<file path="config.mk">
export PLATFORM = sky130hd
export DESIGN_NAME = lacc_top
export DESIGN_NICKNAME = d
export VERILOG_FILES = /design/src/rtl/lacc_top.v
export VERILOG_INCLUDE_DIRS = /design/src /design/src/rtl
export SDC_FILE = /design/constraint.sdc
export NUM_CORES = 1
export LEC_CHECK = 0
export BUFFER_PORTS_ARGS = -buffer_cell sky130_fd_sc_hd__buf_2
export CAP_MARGIN = 25
export CORE_ASPECT_RATIO = 1.2
export CORE_UTILIZATION = 60
export DETAILED_ROUTE_END_ITERATION = 10
export PLACE_DENSITY = 0.85
export SKIP_LAST_GASP = 1
export SYNTH_ARGS = -nofsm -noshare
export SYNTH_HDL_FRONTEND = slang
export SYNTH_SLANG_ARGS = --single-unit
</file>
<file path="constraint.sdc">
create_clock -name clk -period 13.4 [get_ports clk]
set_clock_uncertainty 0.15 [all_clocks]
set_input_delay 4.02 -clock clk [delete_from_list [all_inputs] [get_ports clk]]
set_output_delay 4.02 -clock clk [all_outputs]
set_load 0.02 [all_outputs]
</file>
<file path="src/rtl/lacc_map.vh">
`ifndef LACC_MAP_VH
`define LACC_MAP_VH

// ----------------------------------------------------------------
// Register offsets (byte addresses, one 32-bit word each)
// ----------------------------------------------------------------
`define LACC_CTRL_ADDR      8'h00
`define LACC_STATUS_ADDR    8'h04

// ----------------------------------------------------------------
// Control word fields and reset value
// ----------------------------------------------------------------
`define LACC_TRIM_LSB       0
`define LACC_TRIM_MSB       6
`define LACC_FILT_BIT       7
`define LACC_LOWER_LSB      8
`define LACC_LOWER_MSB      11
`define LACC_UPPERW_LSB     12
`define LACC_UPPERW_MSB     15
`define LACC_UPSTEP_LSB     16
`define LACC_UPSTEP_MSB     17
`define LACC_DNRATE_LSB     18
`define LACC_DNRATE_MSB     19
`define LACC_MINHALF_BIT    20
`define LACC_CS_LSB         21
`define LACC_CS_MSB         25
`define LACC_CTRL_MASK      32'h03FF_FFFF
`define LACC_CTRL_RST       32'h03E0_0000

// ----------------------------------------------------------------
// Status word fields
// ----------------------------------------------------------------
`define LACC_ST_LOAD_LSB    0
`define LACC_ST_LOAD_MSB    9
`define LACC_ST_LEVEL_LSB   10
`define LACC_ST_LEVEL_MSB   14
`define LACC_ST_STALL_BIT   15

// ----------------------------------------------------------------
// Measurement constants
// ----------------------------------------------------------------
`define LACC_BAND_SHIFT     5
`define LACC_TRIM_SHIFT     3
`define LACC_FILT_LEN       4
`define LACC_LOAD_MAX       10'h3FF
`define LACC_LEVEL_RST      5'h1F
`define LACC_DN_CNT_R0      6'h20
`define LACC_DN_CNT_R1      6'h08
`define LACC_DN_CNT_R2      6'h02
`define LACC_DN_CNT_R3      6'h01

`endif

</file>
<file path="src/rtl/lacc_top.v">
// Summary of operation
// Unfiltered: refresh load value every full step
// Filter on: average four measurements per update
// Below lower band times 32: raise current
// Upper threshold is (lower+width+1) times 32
// Lower current only after repeated high readings; at down-rate 3 the code lowers after a single one
// Stall output high when load value zero
// Trim level is signed, zero is neutral
// Load value is 10-bit, low means heavy
// Raise step is 1, 2, 4 or 8
// Lower once per 32, 8, 2, 1 readings
// Current kept between CS/2 or CS/4 and CS
// Stall output low while load value nonzero
//
// Our own choices: the placing of the registers and the Wishbone slave port.
`timescale 1ns/1ns
`include "lacc_map.vh"

module lacc_top #(
    parameter ADDR_W = 8
) (
    input  wire              clk,
    input  wire              rstn,
    // Wishbone classic slave
    input  wire              wb_cyc_i,
    input  wire              wb_stb_i,
    input  wire              wb_we_i,
    input  wire [ADDR_W-1:0] wb_adr_i,
    input  wire [3:0]        wb_sel_i,
    input  wire [31:0]       wb_dat_i,
    output reg  [31:0]       wb_dat_o,
    output reg               wb_ack_o,
    // Motor side
    input  wire              fullStep,
    input  wire [9:0]        rawLoad,
    output reg  [9:0]        loadValue,
    output reg  [4:0]        actualCurrentLevel,
    output reg               stallOutput
);

    // ------------------------------------------------------------
    // Control word and its fields
    // ------------------------------------------------------------
    // Control word layout
    //   [6:0]   signed trim, scaled by 8
    //   [7]     filter on
    //   [11:8]  lower band
    //   [15:12] upper band width
    //   [17:16] up-step select
    //   [19:18] down-rate select
    //   [20]    floor at a quarter of the scale
    //   [25:21] configured scale, also the ceiling
    // Status word layout
    //   [9:0]   load value
    //   [14:10] adapted level
    //   [15]    stall
    reg  [31:0] ctrl_r;
    reg  [31:0] ctrl_nxt;

    // Field views of the control word
    wire [6:0]  loadTrimLevel  = ctrl_r[`LACC_TRIM_MSB:`LACC_TRIM_LSB];
    wire        loadFilterOn   = ctrl_r[`LACC_FILT_BIT];
    wire [3:0]  lowerBand      = ctrl_r[`LACC_LOWER_MSB:`LACC_LOWER_LSB];
    wire [3:0]  upperBandWidth = ctrl_r[`LACC_UPPERW_MSB:`LACC_UPPERW_LSB];
    wire [1:0]  upStepWidth    = ctrl_r[`LACC_UPSTEP_MSB:`LACC_UPSTEP_LSB];
    wire [1:0]  downRateCount  = ctrl_r[`LACC_DNRATE_MSB:`LACC_DNRATE_LSB];
    wire        minCurrentHalf = ctrl_r[`LACC_MINHALF_BIT];
    wire [4:0]  currentScale   = ctrl_r[`LACC_CS_MSB:`LACC_CS_LSB];

    // ------------------------------------------------------------
    // Functions
    // ------------------------------------------------------------
    // Readings at or above upper band needed per decrement
    // Slow down, fast up: a late decrement only costs power
    function [5:0] downLimit;
        input [1:0] rate;
        begin
            case (rate)
                2'd0:    downLimit = `LACC_DN_CNT_R0;
                2'd1:    downLimit = `LACC_DN_CNT_R1;
                2'd2:    downLimit = `LACC_DN_CNT_R2;
                default: downLimit = `LACC_DN_CNT_R3;
            endcase
        end
    endfunction

    // Clamp a widened level into [lo, hi]
    // Widened by one bit so an overshooting raise still clamps
    function [4:0] clampLevel;
        input [5:0] val;
        input [4:0] lo;
        input [4:0] hi;
        begin
            if (val > {1'b0, hi}) begin
                clampLevel = hi;
            end else if (val < {1'b0, lo}) begin
                clampLevel = lo;
            end else begin
                clampLevel = val[4:0];
            end
        end
    endfunction

    // ------------------------------------------------------------
    // Trimmed measurement
    // ------------------------------------------------------------
    // Signed trim shifts the raw reading; negative trim makes stall
    // show earlier, zero leaves the reading untouched
    // Trim spans -64..63, moving the reading by -512..504
    wire signed [11:0] trimOffset = {{2{loadTrimLevel[6]}}, loadTrimLevel,
                                     3'b000};
    wire signed [11:0] trimSum    = $signed({2'b00, rawLoad}) + trimOffset;
    reg         [9:0]  trimmedLoad;

    // Saturate into the 10-bit unsigned range
    always @* begin
        if (trimSum[11]) begin
            trimmedLoad = 10'h000;
        end else if (trimSum[10]) begin
            trimmedLoad = `LACC_LOAD_MAX;
        end else begin
            trimmedLoad = trimSum[9:0];
        end
    end

    // ------------------------------------------------------------
    // Load value update, plain or filtered
    // ------------------------------------------------------------
    reg  [1:0]  filtCnt_r;
    reg  [11:0] filtSum_r;
    reg         measDone_r;
    wire [11:0] filtTotal = filtSum_r + {2'b00, trimmedLoad};

    // Filtering trades response time for precision: one result per
    // four full steps. Toggling the filter bit restarts the window.
    // Sum of four 10-bit readings needs twelve bits
    // Filter state is cleared while the filter is off
    always @(posedge clk or negedge rstn) begin
        if (!rstn) begin
            filtCnt_r  <= 2'd0;
            filtSum_r  <= 12'h000;
            loadValue  <= `LACC_LOAD_MAX;
            measDone_r <= 1'b0;
        end else begin
            measDone_r <= 1'b0;
            if (!loadFilterOn) begin
                filtCnt_r <= 2'd0;
                filtSum_r <= 12'h000;
                if (fullStep) begin
                    loadValue  <= trimmedLoad;
                    measDone_r <= 1'b1;
                end
            end else if (fullStep) begin
                if (filtCnt_r == 2'd3) begin
                    loadValue  <= filtTotal[11:2];
                    measDone_r <= 1'b1;
                    filtCnt_r  <= 2'd0;
                    filtSum_r  <= 12'h000;
                end else begin
                    filtCnt_r <= filtCnt_r + 2'd1;
                    filtSum_r <= filtTotal;
                end
            end
        end
    end

    // ------------------------------------------------------------
    // Stall output
    // ------------------------------------------------------------
    // Follows the latest load value, one cycle behind it
    // Registered so the pin cannot glitch while the value settles
    always @(posedge clk or negedge rstn) begin
        if (!rstn) begin
            stallOutput <= 1'b0;
        end else begin
            stallOutput <= (loadValue == 10'h000);
        end
    end

    // ------------------------------------------------------------
    // Thresholds
    // ------------------------------------------------------------
    // Bands scale by 32; upper sum peaks at 31, i.e. 992
    // Compared against the latest value, held between steps
    wire [9:0] lowerThresh = {1'b0, lowerBand, 5'b00000};
    wire [4:0] upperSum    = {1'b0, lowerBand} + {1'b0, upperBandWidth}
                             + 5'd1;
    wire [9:0] upperThresh = {upperSum, 5'b00000};
    wire       belowLower  = (loadValue < lowerThresh);
    wire       atOrAbove   = (loadValue >= upperThresh);

    // ------------------------------------------------------------
    // Current level adaptation
    // ------------------------------------------------------------
    // Floor is a quarter or half of the configured scale
    // Decrement pacing counts readings at or above the upper band
    reg  [5:0] downCnt_r;
    reg  [5:0] downCnt_nxt;
    reg  [5:0] level_nxt;
    wire [4:0] minLevel  = minCurrentHalf ? (currentScale >> 2)
                                          : (currentScale >> 1);
    wire [3:0] upStep    = 4'd1 << upStepWidth;
    wire [5:0] downMax   = downLimit(downRateCount);

    // ------------------------------------------------------------
    // Level update
    // ------------------------------------------------------------
    // Timing from a full step:
    //   edge 1  load value updated
    //   edge 2  level and stall follow
    // Next level and high-reading counter for each fresh value
    always @* begin
        level_nxt   = {1'b0, actualCurrentLevel};
        downCnt_nxt = downCnt_r;
        if (measDone_r) begin
            if (belowLower) begin
                level_nxt   = {1'b0, actualCurrentLevel}
                              + {2'b00, upStep};
                downCnt_nxt = 6'd0;
            end else if (atOrAbove) begin
                if (downCnt_r + 6'd1 >= downMax) begin
                    downCnt_nxt = 6'd0;
                    if (actualCurrentLevel != 5'd0) begin
                        level_nxt = {1'b0, actualCurrentLevel}
                                    - 6'd1;
                    end
                end else begin
                    downCnt_nxt = downCnt_r + 6'd1;
                end
            end
        end
    end

    // Clamping runs every cycle so a new scale takes hold at once
    // Reset level equals the reset scale, full current
    always @(posedge clk or negedge rstn) begin
        if (!rstn) begin
            actualCurrentLevel <= `LACC_LEVEL_RST;
            downCnt_r          <= 6'd0;
        end else begin
            actualCurrentLevel <= clampLevel(level_nxt, minLevel,
                                             currentScale);
            downCnt_r          <= downCnt_nxt;
        end
    end

    // ------------------------------------------------------------
    // Wishbone slave
    // ------------------------------------------------------------
    // Request decode; a pending ack blocks a second take
    wire        wbReq   = wb_cyc_i & wb_stb_i & ~wb_ack_o;
    wire        ctrlHit = (wb_adr_i == `LACC_CTRL_ADDR);
    wire        statHit = (wb_adr_i == `LACC_STATUS_ADDR);
    wire        ctrlWr  = wbReq & wb_we_i & ctrlHit;
    wire [31:0] ctrlMerged;
    wire [31:0] statusWord;
    genvar      lane;

    // Read-only view; writes to it are dropped
    assign statusWord = {16'h0000, stallOutput, actualCurrentLevel,
                         loadValue};

    // ------------------------------------------------------------
    // Control write merge
    // ------------------------------------------------------------
    // One lane per byte enable; unselected bytes keep their value
    generate
        for (lane = 0; lane < 4; lane = lane + 1) begin : gLane
            assign ctrlMerged[lane*8 +: 8] = (ctrlWr && wb_sel_i[lane])
                                             ? wb_dat_i[lane*8 +: 8]
                                             : ctrl_r[lane*8 +: 8];
        end
    endgenerate

    // Bits above the map always read 0
    always @* begin
        ctrl_nxt = ctrlMerged & `LACC_CTRL_MASK;
    end

    // ------------------------------------------------------------
    // Read and acknowledge
    // ------------------------------------------------------------
    // One-cycle answer; unmapped addresses ack and read zero
    // Write to status or unmapped space is dropped
    always @(posedge clk or negedge rstn) begin
        if (!rstn) begin
            ctrl_r   <= `LACC_CTRL_RST;
            wb_ack_o <= 1'b0;
            wb_dat_o <= 32'h0000_0000;
        end else begin
            ctrl_r   <= ctrl_nxt;
            wb_ack_o <= wbReq;
            if (wbReq && !wb_we_i) begin
                if (ctrlHit) begin
                    wb_dat_o <= ctrl_r;
                end else if (statHit) begin
                    wb_dat_o <= statusWord;
                end else begin
                    wb_dat_o <= 32'h0000_0000;
                end
            end
        end
    end

endmodule // lacc_top

</file>
# ---- Yosys cells after proc, flatten, opt, wreduce, memory -nomap -nowiden
# Cells that the tools add are included.
dict set report classes {
  bitwise 5
  addsub 8
  magnitude_cmp 5
  n_reduce_logical 13
  n_eq_ne 6
  mux 30
  n_shift 1
}
# cell n
set ops {}
lappend ops {{10-bit 2-to-1 mux} 6}
lappend ops {{6-bit 2-to-1 mux} 8}
lappend ops {{12-bit 2-to-1 mux} 3}
lappend ops {{26-bit 2-to-1 mux} 1}
lappend ops {{6-bit case mux with 3 select lines} 1}
lappend ops {{16-bit 2-to-1 mux} 1}
lappend ops {{11-bit by 10-bit adder with 12-bit output} 1}
lappend ops {{12-bit by 10-bit adder with 12-bit output} 1}
lappend ops {{10-bit >= comparator} 1}
lappend ops {{10-bit zero test} 1}
lappend ops {{10-bit by 9-bit less-than comparator with 1-bit output} 1}
lappend ops {{5-bit 2-to-1 mux} 2}
lappend ops {{8-bit by 3-bit == test with 1-bit output (second input constant)} 1}
lappend ops {{8-bit zero test} 1}
lappend ops {{5-bit by 4-bit adder with 6-bit output} 1}
lappend ops {{6-bit by 1-bit adder with 6-bit output (second input constant)} 1}
lappend ops {{6-bit >= comparator} 1}
lappend ops {{6-bit by 5-bit > comparator with 1-bit output} 1}
lappend ops {{6-bit by 4-bit less-than comparator with 1-bit output} 1}
lappend ops {{2-bit 2-to-1 mux} 3}
lappend ops {{5-bit by 1-bit subtractor with 6-bit output (second input constant)} 1}
lappend ops {{4-bit by 4-bit adder with 5-bit output} 1}
lappend ops {{5-bit by 1-bit adder with 5-bit output (second input constant)} 1}
lappend ops {{1-bit logical AND} 5}
lappend ops {{15 further kinds} 23}
dict set report word_totals {
  ff_bits 96
  elab_cells 81
  inputBits 60
  out_inout_bits 49
}

# ---- Logic depth before layout (Yosys ltp)
# Gate-level depths: netlist of run 1.
dict set report depth {
  depth_word 10
  ltp_mapped 23
  depth_no_buf 22
}

# ---- Worst setup path before layout of run 1
# Ideal clock, no wire load.
dict set report synth_timing {
  path_type {input to register}
  from {input port rawLoad[6]}
  to {register filtSum_r[11]}
  setup_time_ns 0.083
  path_stages 16
  t_arrival_ns 7.556
  required_time_ns 13.167
  n_path_buf 0
  path_slack_ns 5.611
  cell_sequence {ha_1 -> nand3_1 -> o2111ai_1 -> a21oi_1 -> o21ai_0 -> xor2_1 -> o22ai_1 -> inv_1 -> ha_1 -> a21o_1 -> a211oi_1 -> o21ai_0 -> a41oi_1 -> o21ai_0 -> or3b_2 -> a31oi_1}
}
dict set report synth_via {
  elab_chain_len 7
}
# item line_no
set synth_rtl {}
lappend synth_rtl {{from (decl)} lacc_top.v:35} ;# input wire [9:0] rawLoad,
lappend synth_rtl {{11-bit by 10-bit adder with 12-bit output (*)} lacc_top.v:112} ;# wire signed [11:0] trimSum = $signed({2'b00, rawLoad}) + trimOffset;
lappend synth_rtl {{10-bit 2-to-1 mux} lacc_top.v:119} ;# end else if (trimSum[10]) begin
lappend synth_rtl {{10-bit 2-to-1 mux (*)} lacc_top.v:117} ;# if (trimSum[11]) begin
lappend synth_rtl {{12-bit by 10-bit adder with 12-bit output (*)} lacc_top.v:132} ;# wire [11:0] filtTotal = filtSum_r + {2'b00, trimmedLoad};
lappend synth_rtl {{12-bit 2-to-1 mux (*)} lacc_top.v:154} ;# if (filtCnt_r == 2'd3) begin
lappend synth_rtl {{12-bit 2-to-1 mux (*)} lacc_top.v:153} ;# end else if (fullStep) begin
lappend synth_rtl {{12-bit 2-to-1 mux (*)} lacc_top.v:146} ;# if (!loadFilterOn) begin
lappend synth_rtl {{to (signal assigned)} lacc_top.v:161} ;# filtSum_r <= filtTotal;
lappend synth_rtl {{to (decl)} lacc_top.v:130} ;# reg [11:0] filtSum_r;
# Every way passes the cells marked *; elsewhere a longest branch is shown, timed or not. The select of a mux whose other input is x is not followed.
# A chain may end at the register's enable or synchronous reset.

# ---- Final worst setup path of run 1
dict set report layout_timing {
  from {input port rawLoad[4]}
  to {register filtSum_r[11]}
}
# The elaborated chain is that of the path after synthesis.

==> run metrics, run 1 <==
Cell Area, Synth 5920 um2; wire length per cell 17.3 um; Worst Setup Path Type input port to flop; kind of cell adding the most delay to the critical path compound AO/OA/AOI/OAI gates; number of max-cap violations 0; share of the yosys chip area belonging to registers 38.5%; slew at the pin with the worst max-slew slack 0.979 ns; Max Root-Sink Buffers 2; sequential cell area in the final layout 2280 um2; mean post-synth cell area 9.47 um2; via count of the routed design 5069; hold violation count in the final report 0; slack of the worst reg-to-reg path 7.82 ns; Post-synth EDFFs 0; Critical R2R Launch ctrl_r[8]; Multi-input gate area 3420 um2; maximum fanout encountered on the critical timing path 10; endpoint arrival time on the critical path 8.20 ns; worst slack after detailed placement 4.98 ns; area share of the largest cell type after synthesis 29.6%; post-synth top area cell sky130_fd_sc_hd__dfrtp_1; overall fraction of global-route tracks in use 29.6%; post-detail-place hpwl 11000 um; RSZ-0062 raised after global routing false; clock slew at the register clock pins of the worst setup and hold paths 0.07 ns; Most Frequent Cell on Critical Path sky130_fd_sc_hd__o21ai_0; die area 10300 um2; post-layout minimum cycle time 8.09 ns; Max Freq 124 MHz; count of cell instances traversed by the critical path 17; global placer's final weighted congestion 0.902; buffers added on ports 96; Max Transition Viols Final 0; Critical Path RT 13.51 ns; maximum level of the CTS H-tree 3; y dimension of the die 111 um; first element of the critical path rawLoad[4]; First-pass DRT Iterations 5; final antenna-violating net count 0; Final #Nets 827; x dimension of the die 92.7 um; setup violators final 0; number of antenna violations at the first check in global routing 0; Worst Setup End Kind flop; via/cell ratio 6.02; hold slack 0.317 ns; Seq cells post-synth 90; largest net degree at the start of global routing 69; clock root buffer sky130_fd_sc_hd__clkbuf_16; worst hold-check path type flop to flop; Antenna Cells 0; biggest area contributors in the synthesized netlist sky130_fd_sc_hd__dfrtp_1, sky130_fd_sc_hd__ha_1, sky130_fd_sc_hd__dfstp_2, sky130_fd_sc_hd__mux2_2, sky130_fd_sc_hd__nand2_1; result of the run completed; category of the worst setup path launch point input port; power density cells 111 nW/um2; cell count of the worst reg-to-reg path 22; worst setup slack after layout 5.31 ns; number of buffer and inverter instances along the worst setup path 2; fin crit share 60.4%; boundary pin count 109; last element of the critical path filtSum_r[11]; number of global-route vias before repair 5146; series of cell instances along the critical path buf_2 -> ha_1 -> a21oi_1 -> o2111ai_1 -> a21oi_1 -> o21ai_0 -> xor2_1 -> o22ai_1 -> inv_1 -> ha_1 -> a21o_1 -> a211oi_1 -> o21ai_0 -> a41oi_1 -> o21ai_0 -> or3b_2 -> a31oi_1; global-route wire length before repair 24000 um; predominant post-synthesis flop cell sky130_fd_sc_hd__dfrtp_1; slowest stage cell, crit path sky130_fd_sc_hd__xor2_1; Yosys warnings 0; post-CTS setup repair buffer count 0; CP max stage delay 0.55 ns; cells resized by post-CTS repair 0; fraction of layout cells with a size suffix above 1 25.0%; count of unique library cells instantiated by Yosys 64; Core Area 9560 um2; drc violations 0; total of fill cells in the finished design 722; number of cell rows 39; Leakage 0.00335 uW; max_slew headroom 34.6%; clock tree from TritonCTS built; relative area change from synthesis to final layout 14.8%; maximum resistive drop on vdd 0.0702 mV; fraction of registers with async set or reset after synthesis 100%; worst reg2reg path endpoint actualCurrentLevel[2]; setup TNS 0 ns; starting DRC count in detailed routing 183; TritonCTS Buffers 9; clk sink count 90; total of hold buffers inserted after clock tree synthesis 0; gate count of the mapped netlist 625; total wire length 14500 um; clock latency of the later-clocked register in the worst-skew pair 0.35 ns; Starting Density 61.9%; GR Overflow Total 0
through the flow:
stage / area, um2 / total power [uW] / utilization, % / cells
floorplan: 5940 / 441 / - / 630
global placement: 6460 / 480 / 67.6 / 824
detailed placement: 6460 / 493 / 67.6 / 824
CTS: 6760 / 751 / 70.7 / 840
global route: 6800 / 787 / 71.1 / 842
finish: 6800 / 753 / 71.1 / 842
state kept, by name, summed over array words and instances, names as in the netlist:
signal,count
wb_dat_o,26
actualCurrentLevel,5
stallOutput,1
filtSum_r,12
filtCnt_r,2
loadValue,10
measDone_r,1
downCnt_r,6
ctrl_r,26
wb_ack_o,1
cell usage after synthesis, drive strengths merged, types with 14 or more instances:
| cell type | number |
|---|---|
| o21ai | 48 |
| ha | 49 |
| a21oi | 21 |
| dfrtp | 70 |
| clkbuf | 17 |
| mux2 | 29 |
| mux2i | 24 |
| nand2 | 67 |
| dfstp | 20 |
| inv | 31 |
| nor2 | 63 |
| nor3 | 14 |
layout by cell type, fill, tap and decap left out, types with 11 or more instances in the layout:
master / Yosys / routed
sky130_fd_sc_hd__buf_2: 1 / 95
sky130_fd_sc_hd__dfrtp_1: 70 / 70
sky130_fd_sc_hd__nand2_1: 67 / 67
sky130_fd_sc_hd__nor2_1: 62 / 62
sky130_fd_sc_hd__ha_1: 49 / 49
sky130_fd_sc_hd__o21ai_0: 47 / 47
sky130_fd_sc_hd__inv_1: 31 / 31
sky130_fd_sc_hd__mux2_2: 29 / 29
sky130_fd_sc_hd__mux2i_1: 24 / 24
sky130_fd_sc_hd__a21oi_1: 21 / 21
sky130_fd_sc_hd__dfstp_2: 20 / 20
sky130_fd_sc_hd__nor3_1: 14 / 14
sky130_fd_sc_hd__xor2_1: 12 / 12
sky130_fd_sc_hd__a22oi_1: 12 / 12
sky130_fd_sc_hd__nand2b_1: 11 / 11
sky130_fd_sc_hd__xnor2_1: 11 / 11
area by class of cell:
type | count | area share [%]
clock buffers | 10 | 3.37
clock inverters | 6 | 1.05
inverters | 32 | 1.77
multi-input cells | 482 | 50.3
flip-flops and latches | 90 | 33.5
well taps | 123 | 2.26
repair buffers | 99 | 7.73
worst min path at each step:
stage	startpoint	end	slack (ns)	depth (start not counted)
after CTS	wb_ack_o	wb_ack_o	0.33	1
after detailed placement	wb_dat_o[1]	wb_dat_o[1]	0.32	2
after global routing	wb_dat_o[5]	wb_dat_o[5]	0.36	2
final	wb_ack_o	wb_ack_o	0.32	1
after floorplan	ctrl_r[21]	actualCurrentLevel[0]	0.32	2
after global placement	wb_dat_o[21]	wb_dat_o[21]	0.31	2
cell families (layout without fill, tap and decap cells):
| group | Yosys count | in the layout | share of synthesized area (%) |
|---|---|---|---|
| other | 1 | 6 | 0.0633 |
| flip-flops | 90 | 90 | 38.5 |
| XOR/XNOR | 23 | 23 | 3.40 |
| AND/OR/NAND/NOR | 208 | 208 | 17.0 |
| multiplexers | 53 | 53 | 9.57 |
| buffers and inverters | 58 | 147 | 4.08 |
| adder cells (fa/ha/maj) | 53 | 53 | 11.7 |
| AO/OA/AOI/OAI | 139 | 139 | 15.7 |
where the power goes:
part	total, uW	switching [uW]	internal [uW]
clock network	261	114	147
registers	309	21.3	288
logic	183	107	75.6
total	753	242	511
layer usage:
metal | global-route usage [%] | share of wire [%] | up-vias
met2 | 50.5 | 52 | 180
met5 | 0 | 0 | -
met4 | 17.2 | 4.4 | 0
li1 | - | - | 2388
met1 | 35.3 | 39 | 2459
met3 | 4.18 | 4.7 | 42
(Power assumes the default switching activity.)
==> run 2: changes to the inputs <==
--- a/config.mk
+++ b/config.mk
@@ -9,9 +9,9 @@
 export BUFFER_PORTS_ARGS = -buffer_cell sky130_fd_sc_hd__buf_2
 export CAP_MARGIN = 25
 export CORE_ASPECT_RATIO = 1.2
-export CORE_UTILIZATION = 60
+export CORE_UTILIZATION = 51
 export DETAILED_ROUTE_END_ITERATION = 10
-export PLACE_DENSITY = 0.85
+export PLACE_DENSITY = 0.77
 export SKIP_LAST_GASP = 1
 export SYNTH_ARGS = -nofsm -noshare
 export SYNTH_HDL_FRONTEND = slang
==> constraint.sdc (replaced) <==
create_clock -name clk -period 6.8 [get_ports clk]
set_clock_uncertainty 0.15 [all_clocks]
set_input_delay 2.04 -clock clk [delete_from_list [all_inputs] [get_ports clk]]
set_output_delay 2.04 -clock clk [all_outputs]
set_load 0.02 [all_outputs]
==> run metrics, run 2 (synthesis results as in run 1) <==
category of the worst setup path launch point input port (unchanged); internal power 1050 uW (was 511 uW); buffers added on ports 96 (unchanged); max_slew headroom 51.5% (was 34.6%); number of antenna violations at the first check in global routing 0 (unchanged); global-route wire length before repair 25300 um (was 24000 um); worst slack after detailed placement 0.483 ns (was 4.98 ns); post-CTS setup repair buffer count 0 (unchanged); number of global-route vias before repair 5263 (was 5146); setup violators final 0 (unchanged); overall fraction of global-route tracks in use 26.9% (was 29.6%); TritonCTS Buffers 9 (unchanged); total wire length 15000 um (was 14500 um); Max Transition Viols Final 0 (unchanged); fin crit share 88.1%; clock tree from TritonCTS built (unchanged); Final #Nets 830 (was 827); count of non-filler cells in the finished layout 876 (was 842); Top Registers ctrl_r: 26 flops, wb_dat_o: 26 flops, filtSum_r: 12 flops (unchanged); relative area change from synthesis to final layout 16.2% (was 14.8%); Gate power share 23.6% (was 24.3%); post-detailed-placement cell area 6550 um2 (was 6460 um2); Post-Place Cells 860 (was 824); y dimension of the die 120 um (was 111 um); cells resized by post-CTS repair 0 (unchanged); leading cell type in the layout, fill and taps excluded sky130_fd_sc_hd__buf_2 (unchanged); Critical Path RT 6.91 ns (was 13.51 ns); boundary pin count 109 (unchanged); Sw Share 31.3% (was 32.2%); maximum fanout encountered on the critical timing path 4 (was 10); maximum level of the CTS H-tree 3 (unchanged); clk sink count 90 (unchanged); post-detail-place hpwl 11200 um (was 11000 um); number of cell rows 42 (was 39); starting DRC count in detailed routing 246 (was 183); total of hold buffers inserted after clock tree synthesis 0 (unchanged); maximum resistive drop on vdd 0.111 mV (was 0.0702 mV); endpoint arrival time on the critical path 6.10 ns (was 8.20 ns); Final Cell Area 6880 um2 (was 6800 um2); First-pass DRT Iterations 4 (was 5); result of the run completed (unchanged); Antenna Cells 0 (unchanged); via/cell ratio 5.82 (was 6.02); RSZ-0062 raised after global routing false (unchanged); worst hold-check path type flop to flop (unchanged); setup TNS 0 ns (unchanged); Starting Density 52.9% (was 61.9%); global placer's final weighted congestion 0.916 (was 0.902); GR Overflow Total 0 (unchanged); clock root buffer sky130_fd_sc_hd__clkbuf_16 (unchanged); final antenna-violating net count 0 (unchanged); number of max-cap violations 0 (unchanged); slew at the pin with the worst max-slew slack 0.725 ns (was 0.979 ns); x dimension of the die 100 um (was 92.7 um); fraction of layout cells with a size suffix above 1 25.5% (was 25.0%); Max Root-Sink Buffers 2 (unchanged); Max Freq 167 MHz; largest net degree at the start of global routing 48 (was 69); clock latency of the later-clocked register in the worst-skew pair 0.35 ns (about the same); hold slack 0.311 ns (was 0.317 ns); hold violation count in the final report 0 (unchanged); drc violations 0 (unchanged); wire length per cell 17.1 um (was 17.3 um); clock slew at the register clock pins of the worst setup and hold paths 0.07 ns (about the same); slack of the worst reg-to-reg path 1.66 ns (was 7.82 ns); post-layout minimum cycle time 5.99 ns; via count of the routed design 5095 (was 5069); sequential fraction of design power 39.7% (was 41.1%); portion of total power attributed to the clock network 36.7% (was 34.7%); Leakage 0.00338 uW (was 0.00335 uW); Core Area 11200 um2 (was 9560 um2); Worst Setup Path Type input port to flop (unchanged); net load switching power 481 uW (was 242 uW); power density cells 223 nW/um2 (was 111 nW/um2); die area 12000 um2 (was 10300 um2); worst setup slack after layout 0.806 ns (was 5.31 ns); most frequent cells in the layout sky130_fd_sc_hd__buf_2, sky130_fd_sc_hd__dfrtp_1, sky130_fd_sc_hd__nand2_1, sky130_fd_sc_hd__nor2_1, sky130_fd_sc_hd__ha_1 (unchanged); Worst Setup End Kind flop (unchanged)
## run 2: cell types whose count changed in the layout (fill, tap and decap cells not counted), sizes merged
cell,change
bufinv,+1
buf,+3
inv,-1
## run 2: routing by layer
metal	global-route usage [%]	vias up	part of all wire [%]	wire, um
met2	48.6	151	52	7810
met3	5.36	46	4.2	629
met4	12.8	0	4.0	600
li1	-	2399	-	-
met5	0	-	0	0
met1	29.9	2499	40	5920
## run 2: final cells by class
| type | instances | area, um2 |
|---|---|---|
| Fill cell | 948 | 4310 |
| Inverter | 32 | 120 |
| Sequential cell | 90 | 2280 |
| Clock inverter | 6 | 96.3 |
| Timing Repair Buffer | 102 | 536 |
| Tap cell | 154 | 193 |
| Clock buffer | 10 | 239 |
| Multi-Input combinational cell | 482 | 3420 |
## run 2: power groups by stage
| stage | sequential (uW) | combinational [uW] | clock, uW |
|---|---|---|---|
| 2_1_floorplan | 617 | 252 | 0 |
| 3_3_place_gp | 616 | 334 | 0 |
| 3_5_place_dp | 617 | 354 | 0 |
| 4_1_cts | 608 | 361 | 572 |
| 5_1_grt | 613 | 406 | 591 |
| 6_report | 609 | 362 | 564 |
## run 2: critical path, cell delays in order
cell	delay [ns]
sky130_fd_sc_hd__buf_2	0.08
sky130_fd_sc_hd__ha_1	0.15
sky130_fd_sc_hd__inv_1	0.05
sky130_fd_sc_hd__fa_1	0.40
sky130_fd_sc_hd__nor2b_1	0.13
sky130_fd_sc_hd__o21a_1	0.13
sky130_fd_sc_hd__o21ai_0	0.14
sky130_fd_sc_hd__a211oi_1	0.31
sky130_fd_sc_hd__nor3_1	0.15
sky130_fd_sc_hd__o22ai_1	0.29
sky130_fd_sc_hd__inv_1	0.08
sky130_fd_sc_hd__ha_1	0.28
sky130_fd_sc_hd__a21o_1	0.19
sky130_fd_sc_hd__a211oi_1	0.33
sky130_fd_sc_hd__o21ai_0	0.19
sky130_fd_sc_hd__a41oi_1	0.30
sky130_fd_sc_hd__o21ai_0	0.22
sky130_fd_sc_hd__or3b_2	0.47
sky130_fd_sc_hd__a31oi_1	0.16
## run 2: through the flow
stage          utilization, %  total power, uW
2_1_floorplan               -              869
3_3_place_gp             58.4              950
3_5_place_dp             58.5              971
4_1_cts                  61.5             1540
5_1_grt                  61.5             1610
6_report                 61.5             1540
## run 2: final timing paths
| path | start | depth (start not counted) | endpoint |
|---|---|---|---|
| setup / recovery | rawLoad[3] | 19 | filtSum_r[11] |
| hold / removal | wb_ack_o | 1 | wb_ack_o |
| setup reg to reg | ctrl_r[8] | 23 | actualCurrentLevel[2] |
| hold reg to reg | wb_ack_o | 1 | wb_ack_o |
| max in group asynchronous | rstn | 2 | loadValue[0] |
| min in group asynchronous | rstn | 1 | wb_dat_o[18] |
==> run 3: changes to the inputs <==
--- a/config.mk
+++ b/config.mk
@@ -6,12 +6,14 @@
 export SDC_FILE = /design/constraint.sdc
 export NUM_CORES = 1
 export LEC_CHECK = 0
+export ABC_AREA = 1
 export BUFFER_PORTS_ARGS = -buffer_cell sky130_fd_sc_hd__buf_2
 export CAP_MARGIN = 25
 export CORE_ASPECT_RATIO = 1.2
 export CORE_UTILIZATION = 51
 export DETAILED_ROUTE_END_ITERATION = 10
 export PLACE_DENSITY = 0.77
+export RECOVER_POWER = 100
 export SKIP_LAST_GASP = 1
 export SYNTH_ARGS = -nofsm -noshare
 export SYNTH_HDL_FRONTEND = slang
==> run metrics, run 3 <==
Max Transition Viols Final 83 (was 0); net load switching power 544 uW (was 481 uW); post-CTS setup repair buffer count 0 (unchanged); buffers added on ports 96 (unchanged); clk sink count 90 (unchanged); global placer's final weighted congestion 0.975 (was 0.916); starting DRC count in detailed routing 254 (was 246); power density cells 235 nW/um2 (was 223 nW/um2); overall fraction of global-route tracks in use 25.7% (was 26.9%); most frequent cells in the layout sky130_fd_sc_hd__nand2_1, sky130_fd_sc_hd__inv_1, sky130_fd_sc_hd__dfrtp_1, sky130_fd_sc_hd__o21ai_0, sky130_fd_sc_hd__buf_2 (was sky130_fd_sc_hd__buf_2, sky130_fd_sc_hd__dfrtp_1, sky130_fd_sc_hd__nand2_1, sky130_fd_sc_hd__nor2_1, sky130_fd_sc_hd__ha_1); worst setup slack after layout 0.809 ns (was 0.806 ns); Top Registers ctrl_r: 26 flops, wb_dat_o: 26 flops, filtSum_r: 12 flops (unchanged); setup TNS 0 ns (unchanged); internal power 1010 uW (was 1050 uW); Final #Nets 900 (was 830); clock root buffer sky130_fd_sc_hd__clkbuf_16 (unchanged); Max Root-Sink Buffers 2 (unchanged); global-route wire length before repair 24000 um (was 25300 um); hold violation count in the final report 0 (unchanged); mean post-synth cell area 8.40 um2 (was 9.47 um2); number of antenna violations at the first check in global routing 0 (unchanged); post-layout minimum cycle time 5.99 ns (about the same); TritonCTS Buffers 9 (unchanged); boundary pin count 109 (unchanged); worst hold-check path type flop to flop (unchanged); setup violators final 0 (unchanged); Post-synth EDFFs 0 (unchanged); Sw Share 34.9% (was 31.3%); Cell Area, Synth 5810 um2 (was 5920 um2); post-detail-place hpwl 11000 um (was 11200 um); sequential fraction of design power 39.8% (was 39.7%); fin crit share 88.1% (about the same); utilization after layout 59.7% (was 61.5%); cells resized by post-CTS repair 0 (unchanged); x dimension of the die 99.5 um (was 100 um); maximum resistive drop on vdd 0.132 mV (was 0.111 mV); via count of the routed design 5086 (was 5095); clock latency of the later-clocked register in the worst-skew pair 0.35 ns (about the same); RSZ-0062 raised after global routing false (unchanged); biggest area contributors in the synthesized netlist sky130_fd_sc_hd__dfrtp_1, sky130_fd_sc_hd__ha_1, sky130_fd_sc_hd__nand2_1, sky130_fd_sc_hd__dfstp_2, sky130_fd_sc_hd__inv_1 (was sky130_fd_sc_hd__dfrtp_1, sky130_fd_sc_hd__ha_1, sky130_fd_sc_hd__dfstp_2, sky130_fd_sc_hd__mux2_2, sky130_fd_sc_hd__nand2_1); total of hold buffers inserted after clock tree synthesis 0 (unchanged); total power consumption of the routed design 1560 uW (was 1540 uW); result of the run complete, but fails checks (was completed); cell count of the worst reg-to-reg path 25 (was 23); Starting Density 52.4% (was 52.9%); relative area change from synthesis to final layout 14.0% (was 16.2%); clock slew at the register clock pins of the worst setup and hold paths 0.07 ns (about the same); library cell with the highest instance count after synthesis sky130_fd_sc_hd__nand2_1 (was sky130_fd_sc_hd__dfrtp_1); First-pass DRT Iterations 6 (was 4); Leakage 0.00335 uW (was 0.00338 uW); count of unique library cells instantiated by Yosys 46 (was 64); Critical Path RT 6.89 ns (was 6.91 ns); wire length per cell 15.1 um (was 17.1 um); share of the yosys chip area belonging to registers 39.2% (was 38.5%); failing checks capacitance limit, slew limit; maximum fanout encountered on the critical timing path 10 (was 4); GR Overflow Total 0 (unchanged); area share of the largest cell type after synthesis 30.1% (was 29.6%); category of the worst setup path launch point input port (unchanged); drc violations 0 (unchanged); fraction of layout cells with a size suffix above 1 16.5% (was 25.5%); Yosys warnings 0 (unchanged); leading cell type in the layout, fill and taps excluded sky130_fd_sc_hd__nand2_1 (was sky130_fd_sc_hd__buf_2); worst slack after detailed placement 0.558 ns (was 0.483 ns); number of cell rows 42 (unchanged); number of global-route vias before repair 5156 (was 5263); Core Area 11100 um2 (was 11200 um2); number of max-cap violations 2 (was 0); CP max stage delay 0.40 ns (was 0.47 ns); endpoint arrival time on the critical path 6.08 ns (was 6.10 ns); Max Freq 167 MHz (about the same); clock tree from TritonCTS built (unchanged); Antenna Cells 0 (unchanged); Gate power share 27.0% (was 23.6%); slowest stage cell, crit path sky130_fd_sc_hd__fa_1 (was sky130_fd_sc_hd__or3b_2); via/cell ratio 5.38 (was 5.82); gate count of the mapped netlist 692 (was 625); portion of total power attributed to the clock network 33.2% (was 36.7%); Worst Setup End Kind flop (unchanged); total wire length 14300 um (was 15000 um); predominant post-synthesis flop cell sky130_fd_sc_hd__dfrtp_1 (unchanged); fraction of registers with async set or reset after synthesis 100% (unchanged); final antenna-violating net count 0 (unchanged); largest net degree at the start of global routing 67 (was 48); post-synth top area cell sky130_fd_sc_hd__dfrtp_1 (unchanged); max_slew headroom -13.6% (was 51.5%); y dimension of the die 119 um (was 120 um); Seq cells post-synth 90 (unchanged); Worst Setup Path Type input port to flop (unchanged); slew at the pin with the worst max-slew slack 1.69 ns (was 0.725 ns); cell depth of the worst hold path 1 (unchanged); maximum level of the CTS H-tree 3 (unchanged); most common library cells after synthesis sky130_fd_sc_hd__nand2_1, sky130_fd_sc_hd__inv_1, sky130_fd_sc_hd__dfrtp_1, sky130_fd_sc_hd__ha_1, sky130_fd_sc_hd__o21ai_0 (was sky130_fd_sc_hd__dfrtp_1, sky130_fd_sc_hd__nand2_1, sky130_fd_sc_hd__nor2_1, sky130_fd_sc_hd__ha_1, sky130_fd_sc_hd__o21ai_0); die area 11800 um2 (was 12000 um2)
run 3: cell count changes after synthesis, sizes merged, moves of 9 or more:
cell / before / now
a21o: 10 / 1
a21oi: 21 / 33
a22oi: 12 / 3
inv: 31 / 109
mux2i: 24 / 0
nand2: 67 / 148
nand2b: 11 / 0
nand3: 11 / 50
nor2: 63 / 34
nor3: 14 / 4
o21ai: 48 / 61
run 3: layer usage:
| metal | wire length (um) | part of all wire, % | track usage [%] |
|---|---|---|---|
| met2 | 7330 | 51 | 45.8 |
| met4 | 332 | 2.3 | 9.93 |
| met5 | 0 | 0 | 0 |
| met1 | 5900 | 41 | 30.5 |
| met3 | 711 | 5.0 | 4.46 |
run 3: per-stage QoR:
stage | hold WS, ns | std cells | area, um2
floorplan | 0.302 | 697 | 5830
global placement | 0.273 | 930 | 6430
detailed placement | 0.278 | 930 | 6430
CTS | 0.288 | 946 | 6730
global route | 0.311 | 946 | 6620
finish | 0.288 | 946 | 6620
run 3: power groups by stage:
| stage | combinational (uW) | sequential [uW] | clock [uW] |
|---|---|---|---|
| finish | 421 | 620 | 517 |
| global route | 480 | 624 | 541 |
| CTS | 435 | 623 | 520 |
| detailed placement | 432 | 631 | 0 |
| global placement | 412 | 629 | 0 |
| floorplan | 297 | 639 | 0 |
run 3: cells by family after synthesis:
| family | after synthesis | share of synthesized area, % |
|---|---|---|
| adder cells (fa/ha/maj) | 53 | 11.9 |
| XOR/XNOR | 19 | 3.19 |
| buffers and inverters | 129 | 8.74 |
| flip-flops | 90 | 39.2 |
| AND/OR/NAND/NOR | 247 | 19.0 |
| AO/OA/AOI/OAI | 127 | 12.9 |
| multiplexers | 26 | 5.04 |
| other | 1 | 0.0645 |
run 3: layout make-up:
| cell class | instances | area (um2) |
|---|---|---|
| Sequential cell | 90 | 2280 |
| Clock buffer | 9 | 225 |
| Inverter | 110 | 413 |
| Fill cell | 1009 | 4460 |
| Timing Repair Buffer | 98 | 438 |
| Tap cell | 154 | 193 |
| Multi-Input combinational cell | 478 | 3000 |
| Clock inverter | 7 | 76.3 |
run 3: path summary, 6_finish.rpt:
| path | startpoint | endpoint | slack, ns |
|---|---|---|---|
| min in group asynchronous | rstn | ctrl_r[18] | 1.83 |
| worst min-delay path | wb_ack_o | wb_ack_o | 0.29 |
| max in group asynchronous | rstn | filtSum_r[1] | 2.43 |
| worst min register to register | wb_ack_o | wb_ack_o | 0.29 |
| worst max-delay path | rawLoad[3] | loadValue[8] | 0.81 |
| worst max register to register | ctrl_r[0] | loadValue[8] | 2.14 |
run 3: worst max-delay path: cells and delay by family:
kind | cells | cell delay, ns
and+or+nand+nor | 7 | 0.63
adders and majority gates | 4 | 1.11
AOI/OAI and AO/OA | 9 | 1.49
xor gates and xnor gates | 2 | 0.53
buffers and inverters | 4 | 0.28
